### src/common/fepwm_cfg.svh
`ifndef FEPWM_CFG_SVH
`define FEPWM_CFG_SVH

`define FEPWM_OFF_CTRL      8'h00
`define FEPWM_OFF_PERIOD    8'h04
`define FEPWM_OFF_EV1       8'h08
`define FEPWM_OFF_EV2       8'h0C
`define FEPWM_OFF_EV3       8'h10
`define FEPWM_OFF_EV4       8'h14
`define FEPWM_OFF_SAMPLE    8'h18
`define FEPWM_OFF_STATUS    8'h1C
`define FEPWM_OFF_MASK      8'h20
`define FEPWM_OFF_COUNT     8'h24

`define FEPWM_CTRL_RUN      0
`define FEPWM_CTRL_MULTI    1
`define FEPWM_CTRL_PHASE    2
`define FEPWM_CTRL_STEP     4
`define FEPWM_CTRL_OS       8
`define FEPWM_CTRL_DIV      16
`define FEPWM_CTRL_ROUTE    20

`define FEPWM_ST_DIV        0
`define FEPWM_ST_SAMPLE     1

`define FEPWM_RST_CTRL      12'h000
`define FEPWM_RST_PERIOD    14'h0064
`define FEPWM_RST_EVENT     18'h00000
`define FEPWM_RST_SAMPLE    12'h000
`define FEPWM_RST_MASK      2'h0

`define FEPWM_FINE_PHASES   16
`define FEPWM_CLK_PERIOD_PS 10000
`define FEPWM_FINE_STEP_PS  ((`FEPWM_CLK_PERIOD_PS) / (`FEPWM_FINE_PHASES))
`define FEPWM_CTL_RATIO     4

`define FEPWM_DIVC_1        8'h00
`define FEPWM_DIVC_2        8'h01
`define FEPWM_DIVC_3        8'h03
`define FEPWM_DIVC_4        8'h07
`define FEPWM_DIVC_5        8'h0F
`define FEPWM_DIVC_6        8'h1F
`define FEPWM_DIVC_7        8'h2F
`define FEPWM_DIVC_8        8'h3F
`define FEPWM_DIVC_9        8'h4F
`define FEPWM_DIVC_10       8'h5F
`define FEPWM_DIVC_11       8'h7F
`define FEPWM_DIVC_12       8'h9F
`define FEPWM_DIVC_13       8'hBF
`define FEPWM_DIVC_14       8'hDF
`define FEPWM_DIVC_15       8'hFF

`endif

### src/common/fepwm_pkg.sv
package fepwm_pkg;

    typedef struct packed {
        logic       adc_route;
        logic [3:0] irq_div;
        logic [1:0] os;
        logic [1:0] step;
        logic       phase_en;
        logic       multi_en;
        logic       run;
    } fepwm_ctrl_t;

    typedef struct packed {
        logic       hit;
        logic [3:0] phase;
    } fepwm_edge_t;

endpackage

### src/rtl/fepwm_top.sv
// Design decisions made here: the register addresses and the APB register port.
`timescale 1ns/1ps
`include "fepwm_cfg.svh"
module fepwm_top
    import fepwm_pkg::*;
(
    input  wire logic        pclk,
    input  wire logic        presetn,
    input  wire logic        psel,
    input  wire logic        penable,
    input  wire logic        pwrite,
    input  wire logic [7:0]  paddr,
    input  wire logic [31:0] pwdata,
    output logic      [31:0] prdata,
    output logic             pready,
    output logic             pslverr,
    output logic             pwm_a,
    output logic             pwm_b,
    output logic      [3:0]  pwm_a_fall_phase,
    output logic      [3:0]  pwm_b_rise_phase,
    output logic      [3:0]  pwm_b_fall_phase,
    output logic             fine_edge_multi_output_enable,
    output logic             phase_clock_set_enable,
    output logic      [1:0]  fine_edge_step_select,
    output logic             sample_trigger,
    output logic             general_purpose_converter_start,
    output logic             period_irq_event,
    output logic             irq
);

    fepwm_ctrl_t  ctrl_reg;
    logic [13:0]  period_reg;
    logic [17:0]  event_reg [0:3];
    logic [11:0]  sample_reg;
    logic [1:0]   status_reg;
    logic [1:0]   mask_reg;
    logic [13:0]  cnt_reg;
    logic [11:0]  next_pos_reg;
    logic [3:0]   left_reg;
    logic         sample_trigger_reg;
    logic         pwm_a_reg;
    logic         pwm_b_reg;
    logic         resync_reg;
    logic [31:0]  prdata_reg;

    logic         wr_en;
    logic         addr_hit;
    logic [31:0]  rdata;
    logic [31:0]  ctrl_word;
    logic [13:0]  period_m1;
    logic         period_end;
    logic         ctl_tick;
    logic         trig_hit;
    logic [11:0]  period_ctl;
    logic [11:0]  sub_raw;
    logic [11:0]  sub;
    logic [12:0]  pos_sum;
    logic [11:0]  pos_wrap;
    logic [3:0]   os_total;
    logic         fine_on;
    logic         div_pulse;
    logic [7:0]   div_limit;
    logic [1:0]   status_set;
    logic [1:0]   status_clr;
    fepwm_edge_t  edge_arr [0:3];

    // Zero wait states: read data is latched in the setup phase
    assign pready  = 1'b1;
    assign pslverr = psel && penable && !addr_hit;
    assign prdata  = prdata_reg;
    assign wr_en   = psel && penable && pwrite && addr_hit;

    assign ctrl_word = {11'h000, ctrl_reg.adc_route, ctrl_reg.irq_div, 6'h00, ctrl_reg.os,
                        2'h0, ctrl_reg.step, 1'b0, ctrl_reg.phase_en, ctrl_reg.multi_en,
                        ctrl_reg.run};

    always_comb begin
        addr_hit = 1'b1;
        rdata    = 32'h0000_0000;
        case (paddr)
            `FEPWM_OFF_CTRL:   rdata = ctrl_word;
            `FEPWM_OFF_PERIOD: rdata = {18'h00000, period_reg};
            `FEPWM_OFF_EV1:    rdata = {14'h0000, event_reg[0]};
            `FEPWM_OFF_EV2:    rdata = {14'h0000, event_reg[1]};
            `FEPWM_OFF_EV3:    rdata = {14'h0000, event_reg[2]};
            `FEPWM_OFF_EV4:    rdata = {14'h0000, event_reg[3]};
            `FEPWM_OFF_SAMPLE: rdata = {20'h00000, sample_reg};
            `FEPWM_OFF_STATUS: rdata = {30'h0000_0000, status_reg};
            `FEPWM_OFF_MASK:   rdata = {30'h0000_0000, mask_reg};
            `FEPWM_OFF_COUNT:  rdata = {18'h00000, cnt_reg};
            default:           addr_hit = 1'b0;
        endcase
    end

    always_ff @(posedge pclk or negedge presetn) begin
        if (!presetn) begin
            prdata_reg <= 32'h0000_0000;
        end else if (psel && !penable) begin
            prdata_reg <= rdata;
        end
    end

    always_ff @(posedge pclk or negedge presetn) begin
        if (!presetn) begin
            ctrl_reg <= `FEPWM_RST_CTRL;
        end else if (wr_en && paddr == `FEPWM_OFF_CTRL) begin
            ctrl_reg.run       <= pwdata[`FEPWM_CTRL_RUN];
            ctrl_reg.multi_en  <= pwdata[`FEPWM_CTRL_MULTI];
            ctrl_reg.phase_en  <= pwdata[`FEPWM_CTRL_PHASE];
            ctrl_reg.step      <= pwdata[`FEPWM_CTRL_STEP +: 2];
            ctrl_reg.os        <= pwdata[`FEPWM_CTRL_OS +: 2];
            ctrl_reg.irq_div   <= pwdata[`FEPWM_CTRL_DIV +: 4];
            ctrl_reg.adc_route <= pwdata[`FEPWM_CTRL_ROUTE];
        end
    end

    always_ff @(posedge pclk or negedge presetn) begin
        if (!presetn) begin
            period_reg <= `FEPWM_RST_PERIOD;
            sample_reg <= `FEPWM_RST_SAMPLE;
            mask_reg   <= `FEPWM_RST_MASK;
        end else if (wr_en) begin
            if (paddr == `FEPWM_OFF_PERIOD) begin
                period_reg <= pwdata[13:0];
            end
            if (paddr == `FEPWM_OFF_SAMPLE) begin
                sample_reg <= pwdata[11:0];
            end
            if (paddr == `FEPWM_OFF_MASK) begin
                mask_reg <= pwdata[1:0];
            end
        end
    end

    always_ff @(posedge pclk or negedge presetn) begin
        if (!presetn) begin
            for (int i = 0; i < 4; i++) begin
                event_reg[i] <= `FEPWM_RST_EVENT;
            end
        end else if (wr_en) begin
            for (int i = 0; i < 4; i++) begin
                if (paddr == 8'(`FEPWM_OFF_EV1 + 8'(i * 4))) begin
                    event_reg[i] <= pwdata[17:0];
                end
            end
        end
    end

    // Period counter in fast-clock units
    assign period_m1  = (period_reg == 14'h0000) ? 14'h0000 : 14'(period_reg - 14'h0001);
    assign period_end = ctrl_reg.run && (cnt_reg >= period_m1);

    always_ff @(posedge pclk or negedge presetn) begin
        if (!presetn) begin
            cnt_reg <= 14'h0000;
        end else if (!ctrl_reg.run || period_end) begin
            cnt_reg <= 14'h0000;
        end else begin
            cnt_reg <= 14'(cnt_reg + 14'h0001);
        end
    end

    // Quarter-rate control tick, realigned to every period start
    assign ctl_tick   = ctrl_reg.run && (cnt_reg[1:0] == 2'b00);
    assign period_ctl = period_reg[13:2];
    assign trig_hit   = ctl_tick && (cnt_reg[13:2] == next_pos_reg);

    assign os_total = 4'(4'h1 << ctrl_reg.os);
    assign sub_raw  = period_ctl >> ctrl_reg.os;
    assign sub      = (sub_raw == 12'h000) ? 12'h001 : sub_raw;
    assign pos_sum  = {1'b0, next_pos_reg} + {1'b0, sub};
    // Positions past the period end wrap into the next period
    assign pos_wrap = (pos_sum >= {1'b0, period_ctl}) ? 12'(pos_sum - {1'b0, period_ctl})
                                                      : pos_sum[11:0];

    always_ff @(posedge pclk or negedge presetn) begin
        if (!presetn) begin
            resync_reg <= 1'b0;
        end else begin
            resync_reg <= wr_en && (paddr == `FEPWM_OFF_CTRL || paddr == `FEPWM_OFF_SAMPLE ||
                                    paddr == `FEPWM_OFF_PERIOD);
        end
    end

    always_ff @(posedge pclk or negedge presetn) begin
        if (!presetn) begin
            next_pos_reg <= `FEPWM_RST_SAMPLE;
            left_reg     <= 4'h1;
        end else if (!ctrl_reg.run || resync_reg) begin
            next_pos_reg <= sample_reg;
            left_reg     <= os_total;
        end else if (trig_hit) begin
            if (left_reg <= 4'h1) begin
                next_pos_reg <= sample_reg;
                left_reg     <= os_total;
            end else begin
                next_pos_reg <= pos_wrap;
                left_reg     <= 4'(left_reg - 4'h1);
            end
        end
    end

    always_ff @(posedge pclk or negedge presetn) begin
        if (!presetn) begin
            sample_trigger_reg <= 1'b0;
        end else begin
            sample_trigger_reg <= trig_hit;
        end
    end

    // Fine phases only when both the multi-output and phase-clock enables are set
    assign fine_on = ctrl_reg.multi_en && ctrl_reg.phase_en;

    generate
        for (genvar g = 0; g < 4; g++) begin : g_edge
            fepwm_edge #(
                .FINE (g != 0)
            ) u_edge (
                .pclk    (pclk),
                .presetn (presetn),
                .en      (ctrl_reg.run),
                .cnt     (cnt_reg),
                .value   (event_reg[g]),
                .fine_on (fine_on),
                .step    (ctrl_reg.step),
                .edge_o  (edge_arr[g])
            );
        end
    endgenerate

    // Falling edge wins a tie so equal events give a zero-width pulse
    always_ff @(posedge pclk or negedge presetn) begin
        if (!presetn) begin
            pwm_a_reg <= 1'b0;
        end else if (!ctrl_reg.run || edge_arr[1].hit) begin
            pwm_a_reg <= 1'b0;
        end else if (edge_arr[0].hit) begin
            pwm_a_reg <= 1'b1;
        end
    end

    always_ff @(posedge pclk or negedge presetn) begin
        if (!presetn) begin
            pwm_b_reg <= 1'b0;
        end else if (!ctrl_reg.run || edge_arr[3].hit) begin
            pwm_b_reg <= 1'b0;
        end else if (edge_arr[2].hit) begin
            pwm_b_reg <= 1'b1;
        end
    end

    fepwm_irqdiv u_irqdiv (
        .pclk       (pclk),
        .presetn    (presetn),
        .period_end (period_end),
        .setting    (ctrl_reg.irq_div),
        .limit      (div_limit),
        .pulse      (div_pulse)
    );

    // Set wins over a simultaneous write-one clear
    assign status_set = {sample_trigger_reg, div_pulse};
    assign status_clr = (wr_en && paddr == `FEPWM_OFF_STATUS) ? pwdata[1:0] : 2'b00;

    always_ff @(posedge pclk or negedge presetn) begin
        if (!presetn) begin
            status_reg <= 2'b00;
        end else begin
            status_reg <= (status_reg & ~status_clr) | status_set;
        end
    end

    assign irq                             = |(status_reg & mask_reg);
    assign period_irq_event                = div_pulse;
    assign general_purpose_converter_start = div_pulse && ctrl_reg.adc_route;
    assign sample_trigger                  = sample_trigger_reg;
    assign pwm_a                           = pwm_a_reg;
    assign pwm_b                           = pwm_b_reg;
    assign pwm_a_fall_phase                = edge_arr[1].phase;
    assign pwm_b_rise_phase                = edge_arr[2].phase;
    assign pwm_b_fall_phase                = edge_arr[3].phase;
    assign fine_edge_multi_output_enable   = ctrl_reg.multi_en;
    assign phase_clock_set_enable          = ctrl_reg.phase_en;
    assign fine_edge_step_select           = ctrl_reg.step;

    // Helper state for the checks below
    logic [3:0] tc_reg;
    logic       clean_reg;
    logic [8:0] pe_cnt_reg;
    logic       div_clean_reg;

    always_ff @(posedge pclk or negedge presetn) begin
        if (!presetn) begin
            tc_reg        <= 4'h0;
            clean_reg     <= 1'b0;
            pe_cnt_reg    <= 9'h000;
            div_clean_reg <= 1'b0;
        end else begin
            tc_reg <= period_end ? 4'h0 : 4'(tc_reg + {3'h0, trig_hit});
            if (resync_reg || !ctrl_reg.run) begin
                clean_reg <= 1'b0;
            end else if (period_end) begin
                clean_reg <= 1'b1;
            end
            if (div_pulse) begin
                pe_cnt_reg <= {8'h00, period_end};
            end else if (period_end) begin
                pe_cnt_reg <= 9'(pe_cnt_reg + 9'h001);
            end
            if (wr_en && paddr == `FEPWM_OFF_CTRL) begin
                div_clean_reg <= 1'b0;
            end else if (div_pulse) begin
                div_clean_reg <= 1'b1;
            end
        end
    end

    a_sample_pos: assert property (@(posedge pclk) disable iff (!presetn)
        sample_trigger |-> $past(cnt_reg[1:0]) == 2'b00
                        && $past(cnt_reg[13:2]) == $past(next_pos_reg))
        else $error("sample trigger off its programmed position");

    a_trig_count: assert property (@(posedge pclk) disable iff (!presetn)
        (period_end && clean_reg && !resync_reg) |-> (tc_reg + {3'h0, trig_hit}) <= os_total)
        else $error("too many sample triggers in one period");

    a_single_trig: assert property (@(posedge pclk) disable iff (!presetn)
        (period_end && clean_reg && !resync_reg && ctrl_reg.os == 2'b00)
        |-> (tc_reg + {3'h0, trig_hit}) <= 4'h1)
        else $error("more than one trigger without oversampling");

    a_status_set: assert property (@(posedge pclk) disable iff (!presetn)
        div_pulse |=> status_reg[`FEPWM_ST_DIV])
        else $error("period event lost from status");

    a_status_sticky: assert property (@(posedge pclk) disable iff (!presetn)
        (status_reg[`FEPWM_ST_SAMPLE] && status_clr[`FEPWM_ST_SAMPLE] == 1'b0)
        |=> status_reg[`FEPWM_ST_SAMPLE])
        else $error("sample status dropped without clear");

    a_div_spacing: assert property (@(posedge pclk) disable iff (!presetn)
        (div_pulse && div_clean_reg && period_m1 >= 14'h0002)
        |-> pe_cnt_reg == 9'({1'b0, div_limit} + 9'h001))
        else $error("interrupt spacing differs from divide count");

    a_period_src: assert property (@(posedge pclk) disable iff (!presetn)
        div_pulse |-> $past(period_end) && $past(ctrl_reg.irq_div) != 4'h0)
        else $error("interrupt without period boundary");

    a_route_gate: assert property (@(posedge pclk) disable iff (!presetn)
        general_purpose_converter_start |-> $past(period_end) && ctrl_reg.adc_route)
        else $error("converter start not from period interrupt");

    a_pwm_fall: assert property (@(posedge pclk) disable iff (!presetn)
        edge_arr[1].hit |=> !pwm_a_reg)
        else $error("output A stayed high after falling event");

    a_counter_wrap: assert property (@(posedge pclk) disable iff (!presetn)
        period_end |=> cnt_reg == 14'h0000)
        else $error("counter did not restart at period end");

endmodule

### src/rtl/fepwm_edge.sv
`timescale 1ns/1ps
module fepwm_edge
    import fepwm_pkg::*;
#(
    parameter bit FINE = 1'b1
) (
    input  wire logic        pclk,
    input  wire logic        presetn,
    input  wire logic        en,
    input  wire logic [13:0] cnt,
    input  wire logic [17:0] value,
    input  wire logic        fine_on,
    input  wire logic [1:0]  step,
    output fepwm_edge_t      edge_o
);

    logic [3:0] step_mask;

    // Coarser steps drop low fine bits; step 0 keeps all sixteen phases
    assign step_mask = 4'(4'hF << step);

    always_ff @(posedge pclk or negedge presetn) begin
        if (!presetn) begin
            edge_o <= '0;
        end else begin
            edge_o.hit <= en && (cnt == value[17:4]);
            if (FINE && fine_on) begin
                edge_o.phase <= value[3:0] & step_mask;
            end else begin
                edge_o.phase <= 4'h0;
            end
        end
    end

    a_fine_gate: assert property (@(posedge pclk) disable iff (!presetn)
        (edge_o.phase != 4'h0) |-> $past(fine_on) && FINE)
        else $error("fine phase set while fine section off");

    a_coarse_hit: assert property (@(posedge pclk) disable iff (!presetn)
        edge_o.hit |-> $past(cnt) == $past(value[17:4]))
        else $error("edge hit without coarse match");

endmodule

### src/rtl/fepwm_irqdiv.sv
`timescale 1ns/1ps
`include "fepwm_cfg.svh"
module fepwm_irqdiv
    import fepwm_pkg::*;
(
    input  wire logic       pclk,
    input  wire logic       presetn,
    input  wire logic       period_end,
    input  wire logic [3:0] setting,
    output logic      [7:0] limit,
    output logic            pulse
);

    logic [7:0] cnt_reg;

    always_comb begin
        case (setting)
            4'h1:    limit = `FEPWM_DIVC_1;
            4'h2:    limit = `FEPWM_DIVC_2;
            4'h3:    limit = `FEPWM_DIVC_3;
            4'h4:    limit = `FEPWM_DIVC_4;
            4'h5:    limit = `FEPWM_DIVC_5;
            4'h6:    limit = `FEPWM_DIVC_6;
            4'h7:    limit = `FEPWM_DIVC_7;
            4'h8:    limit = `FEPWM_DIVC_8;
            4'h9:    limit = `FEPWM_DIVC_9;
            4'hA:    limit = `FEPWM_DIVC_10;
            4'hB:    limit = `FEPWM_DIVC_11;
            4'hC:    limit = `FEPWM_DIVC_12;
            4'hD:    limit = `FEPWM_DIVC_13;
            4'hE:    limit = `FEPWM_DIVC_14;
            4'hF:    limit = `FEPWM_DIVC_15;
            default: limit = 8'h00;
        endcase
    end

    // Setting 0 parks the divider; >= guards a limit lowered mid-count
    always_ff @(posedge pclk or negedge presetn) begin
        if (!presetn) begin
            cnt_reg <= 8'h00;
        end else if (setting == 4'h0) begin
            cnt_reg <= 8'h00;
        end else if (period_end) begin
            if (cnt_reg >= limit) begin
                cnt_reg <= 8'h00;
            end else begin
                cnt_reg <= 8'(cnt_reg + 8'h01);
            end
        end
    end

    always_ff @(posedge pclk or negedge presetn) begin
        if (!presetn) begin
            pulse <= 1'b0;
        end else begin
            pulse <= (setting != 4'h0) && period_end && (cnt_reg >= limit);
        end
    end

    a_div_restart: assert property (@(posedge pclk) disable iff (!presetn)
        pulse |-> cnt_reg == 8'h00)
        else $error("divider did not restart after pulse");

endmodule

### config.mk
export PLATFORM = sky130hd
export DESIGN_NAME = fepwm_top
export DESIGN_NICKNAME = d
export VERILOG_FILES = /design/src/common/fepwm_pkg.sv /design/src/rtl/fepwm_top.sv /design/src/rtl/fepwm_edge.sv /design/src/rtl/fepwm_irqdiv.sv
export VERILOG_INCLUDE_DIRS = /design/src /design/src/common
export SDC_FILE = /design/constraint.sdc
export NUM_CORES = 1
export LEC_CHECK = 0
export BUFFER_PORTS_ARGS = -buffer_cell sky130_fd_sc_hd__buf_2
export CELL_PAD_IN_SITES_DETAIL_PLACEMENT = 1
export CELL_PAD_IN_SITES_GLOBAL_PLACEMENT = 2
export CORE_MARGIN = 4
export CORE_UTILIZATION = 35
export CTS_CLUSTER_SIZE = 12
export DETAILED_ROUTE_END_ITERATION = 8
export PLACE_DENSITY_LB_ADDON = 0.1
export SLEW_MARGIN = 20
export SYNTH_ARGS = -nofsm -noshare
export SYNTH_HDL_FRONTEND = slang
export SYNTH_HIERARCHICAL = 1
export SYNTH_SLANG_ARGS = --single-unit
### constraint.sdc
create_clock -name pclk -period 6.2 [get_ports pclk]
set_clock_uncertainty 0.1 [all_clocks]
set_input_delay 0 -clock pclk [delete_from_list [all_inputs] [get_ports pclk]]
set_output_delay 0 -clock pclk [all_outputs]
set_load 0.02 [all_outputs]
# [Yosys cells after proc, flatten, opt, wreduce, memory -nomap -nowiden]
# Memory sizes are Yosys's and may differ from the RTL's.
# Index checks and enable logic that the tools add are counted.
[word_totals] register_bits=205 mem_bits_ro=128 out_inout_bits=56 word_cells=137 mem_count=1
[mem_list] name="(no name shown)" words=16 width=8 read_ports=1 rd_clocked_by_memory_dff=0 wr=0 line_no="fepwm_irqdiv.sv:17" text="case (setting)"
[classes] addsub=6 n_lt_le_gt_ge=4 n_eq_ne=14 shifts=3 n_mux=23 bitwise=7 n_reduce_logical=47
[ops] operator="$pmux 21 s10" n=1
[ops] operator="$mux 12" n=5
[ops] operator="$eq 14x14->1" n=4
[ops] operator="$eq 8x5->1 const B" n=4
[ops] operator="$mux 14" n=2
[ops] operator="$mux 4" n=6
[ops] operator="$mux 8" n=3
[ops] operator="$logic_and 1x1->1" n=19
[ops] operator="$eq 8x4->1 const B" n=2
[ops] operator="$eq 8x6->1 const B" n=2
[ops] operator="$add 14x1->14 const B" n=1
[ops] operator="$ge 14x14->1" n=1
[ops] operator="$logic_not 14->1" n=1
[ops] operator="$reduce_and 2->1" n=7
[ops] operator="$sub 14x1->14 const B" n=1
[ops] operator="$add 12x12->13" n=1
[ops] operator="$ge 13x12->1" n=1
[ops] operator="$and 4x4->4" n=3
[ops] operator="$eq 12x12->1" n=1
[ops] operator="$logic_not 12->1" n=1
[ops] operator="$shr 12x2->12" n=1
[ops] operator="$sub 12x12->12" n=1
[ops] operator="$reduce_or 10->1" n=1
[ops] operator="$add 8x1->8 const B" n=1
[ops] operator="other kinds (19)" n=34

# [Logic depth before layout (Yosys ltp)]
[depth] depth_word=9 depth_mapped=23 depth_no_buf=22

# [Cells and area by module]
# The synthesis kept the hierarchy.
[by_module_without_submodules] mod="fepwm_top" instances=1 cells_per_inst=944 area_each_um2=9927.0 seq_area_each_um2=4234.1
[by_module_without_submodules] mod="fepwm_edge (g_edge[1].u_edge ...)" instances=3 cells_per_inst=29 area_each_um2=317.8 seq_area_each_um2=125.1
[by_module_without_submodules] mod="fepwm_irqdiv" instances=1 cells_per_inst=100 area_each_um2=863.3 seq_area_each_um2=225.2
[by_module_without_submodules] mod="fepwm_edge (g_edge[0].u_edge)" instances=1 cells_per_inst=25 area_each_um2=217.7 seq_area_each_um2=25.0

# [Worst setup path before layout]
# Ideal clock, no wire load.
[synth_path] kind="flip-flop to flip-flop" from="reg ctrl_reg[6] in the netlist's numbering" to="reg next_pos_reg[7]" setup_time_ps=110 arrival_ps=4876 required_time_ps=5990 slack_ps=1113 path_stages_with_launch=22 cell_sequence="dfrtp_1 > clkbuf_1 > clkbuf_1 > a211oi_1 > a21oi_1 > nor4_1 > a31o_2 > ha_1 > fa_1 > a21oi_1 > o22ai_1 > o31a_1 > o31a_1 > nor2_1 > xnor2_1 > ha_1 > a2111oi_0 > o31ai_1 > o21ai_1 > o221ai_2 > and3_1 > o41ai_1"
[synth_between] elab_chain_len=9 elab_cells_between_ends=10
[synth_rtl] item="start: declaration" line_no="fepwm_top.sv:31" text="fepwm_ctrl_t ctrl_reg;"
[synth_rtl] item="start signal: assignment" line_no="fepwm_top.sv:105" text="ctrl_reg <= `FEPWM_RST_CTRL;"
[synth_rtl] item="$shr 12x2->12 (*)" line_no="fepwm_top.sv:169" text="assign sub_raw = period_ctl >> ctrl_reg.os;"
[synth_rtl] item="$logic_not 12->1" line_no="fepwm_top.sv:170" text="assign sub = (sub_raw == 12'h000) ? 12'h001 : sub_raw;"
[synth_rtl] item="$mux 12 (*)" line_no="fepwm_top.sv:170"
[synth_rtl] item="$add 12x12->13 (*)" line_no="fepwm_top.sv:171" text="assign pos_sum = {1'b0, next_pos_reg} + {1'b0, sub};"
[synth_rtl] item="$sub 12x12->12 or $ge 13x12->1 (tied branches)" line_no="fepwm_top.sv:173" text="assign pos_wrap = (pos_sum >= {1'b0, period_ctl}) ? 12'(pos_sum - {1'b0, period_ctl})"
[synth_rtl] item="$mux 12 (*)" line_no="fepwm_top.sv:173"
[synth_rtl] item="$mux 12 (*)" line_no="fepwm_top.sv:193" text="if (left_reg <= 4'h1) begin"
[synth_rtl] item="$mux 12 (*)" line_no="fepwm_top.sv:192" text="end else if (trig_hit) begin"
[synth_rtl] item="$mux 12 (*)" line_no="fepwm_top.sv:189" text="end else if (!ctrl_reg.run || resync_reg) begin"
[synth_rtl] item="end signal: assignment" line_no="fepwm_top.sv:190" text="next_pos_reg <= sample_reg;"
[synth_rtl] item="end signal: assignment" line_no="fepwm_top.sv:194" text="next_pos_reg <= sample_reg;"
[synth_rtl] item="end signal: assignment" line_no="fepwm_top.sv:197" text="next_pos_reg <= pos_wrap;"
[synth_rtl] item="end: declaration" line_no="fepwm_top.sv:38" text="logic [11:0] next_pos_reg;"
# Mark *: on every way between the ends. The rest lies on a longest branch, timed or not. The select of a mux whose other input is x is not followed.
# A chain may end at the register's enable or synchronous reset.

# [Final worst setup path]
[layout_path] from="reg ctrl_reg[6] in the netlist's numbering" to="reg next_pos_reg[6]"
# The elaborated chain is that of the path after synthesis.

==> metrics.log <==
INFO  metric worst_pin_slew = 1160 ps
INFO  metric timing.final.hold_violations = 0
INFO  metric finish.utilization = 0.407
INFO  metric cp-start-kind = flip-flop
INFO  metric per_instance_average_area_after_synthesis = 10.4 sq um
INFO  metric max_slew_headroom = 0.230
INFO  metric fp.dieArea = 0.0370 sq mm
INFO  metric initial_utilization = 0.355
INFO  metric yosysWarnings = 6
INFO  metric antenna_cells = 0
INFO  metric dr.first_iter.drc_count = 532
INFO  metric timing.rr.start = ctrl_reg[6]$_DFFE_PN0P_
INFO  metric grtUsageTotal = 0.230
INFO  metric numCtsBuffers = 17
INFO  metric ctsRootBufferMaster = sky130_fd_sc_hd__clkbuf_16
INFO  metric topmost_layer_with_routed_signal_wires = met4
INFO  metric min_period_over_period = 0.915
INFO  metric finalMaxSlewViolations = 0
INFO  metric met3_wire_length = ~1300 microns
INFO  metric regToRegSetupSlack = 530 ps
INFO  metric placeableCoreArea = around 0.034 sq mm
INFO  metric globalRouteOverflowTotal = 0
INFO  metric outcome = complete, no violations
INFO  metric fmaxAchievable = between 150 and 200 MHz
INFO  metric area_delta_synth_final = 14.6%
INFO  metric critical_path.max_fanout = 19
INFO  metric insertion_delay = 460 ps
INFO  metric wl_per_cell = approximately 25 microns
INFO  metric h-tree-depth = 4
INFO  metric routed_via_density = about 5.5
INFO  metric wl = 41,800 microns
INFO  metric place_area = 0.0127 sq mm
INFO  metric worst_ep_required_time = 6440 ps
INFO  metric cp_arrival = 5910 ps
INFO  metric grt_max_degree = 102
INFO  metric stdcell_area = 0.0136 sq mm
INFO  metric fp.dieW = 192 microns
INFO  metric grt_antenna_before_repair = 0
INFO  metric number_of_placement_rows = 67
INFO  metric setup_repair_after_global_routing_missed_its_margin = no
INFO  metric placement.io_buffers = 77
INFO  metric worst_r2r_endpoint = next_pos_reg[6]$_DFFE_PN0P_
INFO  metric crit_path_end_kind = flip-flop
INFO  metric synthesis.area = 0.0119 sq mm
INFO  metric dieHeight = 192 microns
INFO  metric drc_errors = 0
INFO  metric cts-root-to-sink-buffers = 2
INFO  metric largest_register_ff_count = 72
INFO  metric postSynthCellCount = 1,146
INFO  metric worstHoldPathCells = 5
INFO  metric layout-drive-gt1-share = 0.198
INFO  metric cap_viol_max_count = 0
INFO  metric post-dp-hpwl = roughly 31,000 microns
INFO  metric dr_total_vias = 9,377
INFO  metric totalPowerFinal = approximately 2.7 mW
INFO  metric worst_r2r_path_depth = 21
INFO  metric layout.cells.most_common_list = sky130_fd_sc_hd__dfrtp_1, sky130_fd_sc_hd__nand2_1, sky130_fd_sc_hd__xnor2_1
INFO  metric cts.sink_count = 194
INFO  metric crit_type = flip-flop to flip-flop
INFO  metric ios = 101
INFO  metric min_path_type = input port to flip-flop
INFO  metric met1_wl = 19,700 microns
INFO  metric setup_total_negative_slack = 0 ps
INFO  metric met2_length = slightly above 20,000 microns
INFO  metric timing.hold.worst_endpoint = prdata[11]$_DFFE_PN0P_
INFO  metric vdd.ir_drop.worst = 0.201 mV
INFO  metric final_estimated_routing_congestion_in_global_placement = 0.850
INFO  metric setup_viol_count_final = 0
INFO  metric mostFrequentLayoutCell = sky130_fd_sc_hd__dfrtp_1
INFO  metric p_leak = 6.39 nW
INFO  metric min_from = penable
INFO  metric filler_cells = around 3,800
INFO  metric cts_tree = built
INFO  metric count_of_antenna_violating_nets_left_after_detailed_routing = 0
INFO  metric cts.clk_slew.worst_paths = 80 ps
INFO  metric cellPowerDensity = 199 mW/mm^2
INFO  metric drtPass1Iterations = 7
INFO  metric fin_nets = 1,340
INFO  metric first_global_vias = 9,675
INFO  metric grt_first_pass_wirelength = 63,500 microns
INFO  metric fin_crit = between 5000 and 6000 ps
==> layout make-up <==
class                      instances  area [sq um]  area share
tap                              448           561      0.0411
multi-input combinational        865          6610       0.485
clock buffer                      18           439      0.0322
timing repair buffer             124           822      0.0603
clock inverter                    14           215      0.0158
sequential                       194          4860       0.356
inverter                          35           131     0.00963
==> power by group <==
part	internal (mW)	switching, mW
clock network	0.671	0.591
logic	0.0507	0.112
registers	1.28	0.00870
==> per-layer routing <==
metal | vias up | global-route usage
met5 | - | 0
met3 | 26 | 0.0318
met2 | 139 | 0.381
met4 | 0 | 0.0444
met1 | 4893 | 0.325
li1 | 4319 | -
==> worst max-delay path: stages (launching register included) <==
cell and delay [ps]:
sky130_fd_sc_hd__dfrtp_2 570, sky130_fd_sc_hd__nor2b_1 280, sky130_fd_sc_hd__nand2_1 110, sky130_fd_sc_hd__o21ai_0 130
sky130_fd_sc_hd__nor4_1 130, sky130_fd_sc_hd__a31o_2 270, sky130_fd_sc_hd__ha_1 230, sky130_fd_sc_hd__fa_1 420
sky130_fd_sc_hd__a21oi_1 230, sky130_fd_sc_hd__o22ai_1 140, sky130_fd_sc_hd__o31a_1 280, sky130_fd_sc_hd__o31a_1 260
sky130_fd_sc_hd__nor2_1 120, sky130_fd_sc_hd__xnor2_1 160, sky130_fd_sc_hd__ha_1 350, sky130_fd_sc_hd__a2111oi_0 470
sky130_fd_sc_hd__o31ai_1 150, sky130_fd_sc_hd__o21ai_1 240, sky130_fd_sc_hd__o221ai_2 140, sky130_fd_sc_hd__buf_4 210
sky130_fd_sc_hd__and3_1 180, sky130_fd_sc_hd__o41ai_1 370
==> worst max path at each step <==
stage	to	from	slack, ps
2_1_floorplan	next_pos_reg[7]$_DFFE_PN0P_	ctrl_reg[6]$_DFFE_PN0P_	1110
3_3_place_gp	next_pos_reg[3]$_DFFE_PN0P_	ctrl_reg[6]$_DFFE_PN0P_	600
3_5_place_dp	next_pos_reg[3]$_DFFE_PN0P_	ctrl_reg[6]$_DFFE_PN0P_	400
4_1_cts	next_pos_reg[7]$_DFFE_PN0P_	ctrl_reg[6]$_DFFE_PN0P_	360
5_1_grt	next_pos_reg[9]$_DFFE_PN0P_	ctrl_reg[6]$_DFFE_PN0P_	150
6_report	next_pos_reg[6]$_DFFE_PN0P_	ctrl_reg[6]$_DFFE_PN0P_	530
==> per-stage QoR <==
step	cells	setup slack, ps	hold WS [ps]
2_1_floorplan	1156	1110	-396
5_1_grt	1698	146	121
3_3_place_gp	1636	597	84.9
3_5_place_dp	1636	398	84.4
6_report	1698	530	108
4_1_cts	1698	360	79.3
==> what timing repair did <==
action / in CTS / in global routing
hold buffers: 30 / 0
setup endpoints to repair: 0 / 5
gates resized for setup: 0 / 1
hold endpoints to repair: 216 / 0
buffers inserted: 0 / 0
Note: power is estimated with default switching activity, not from simulation.
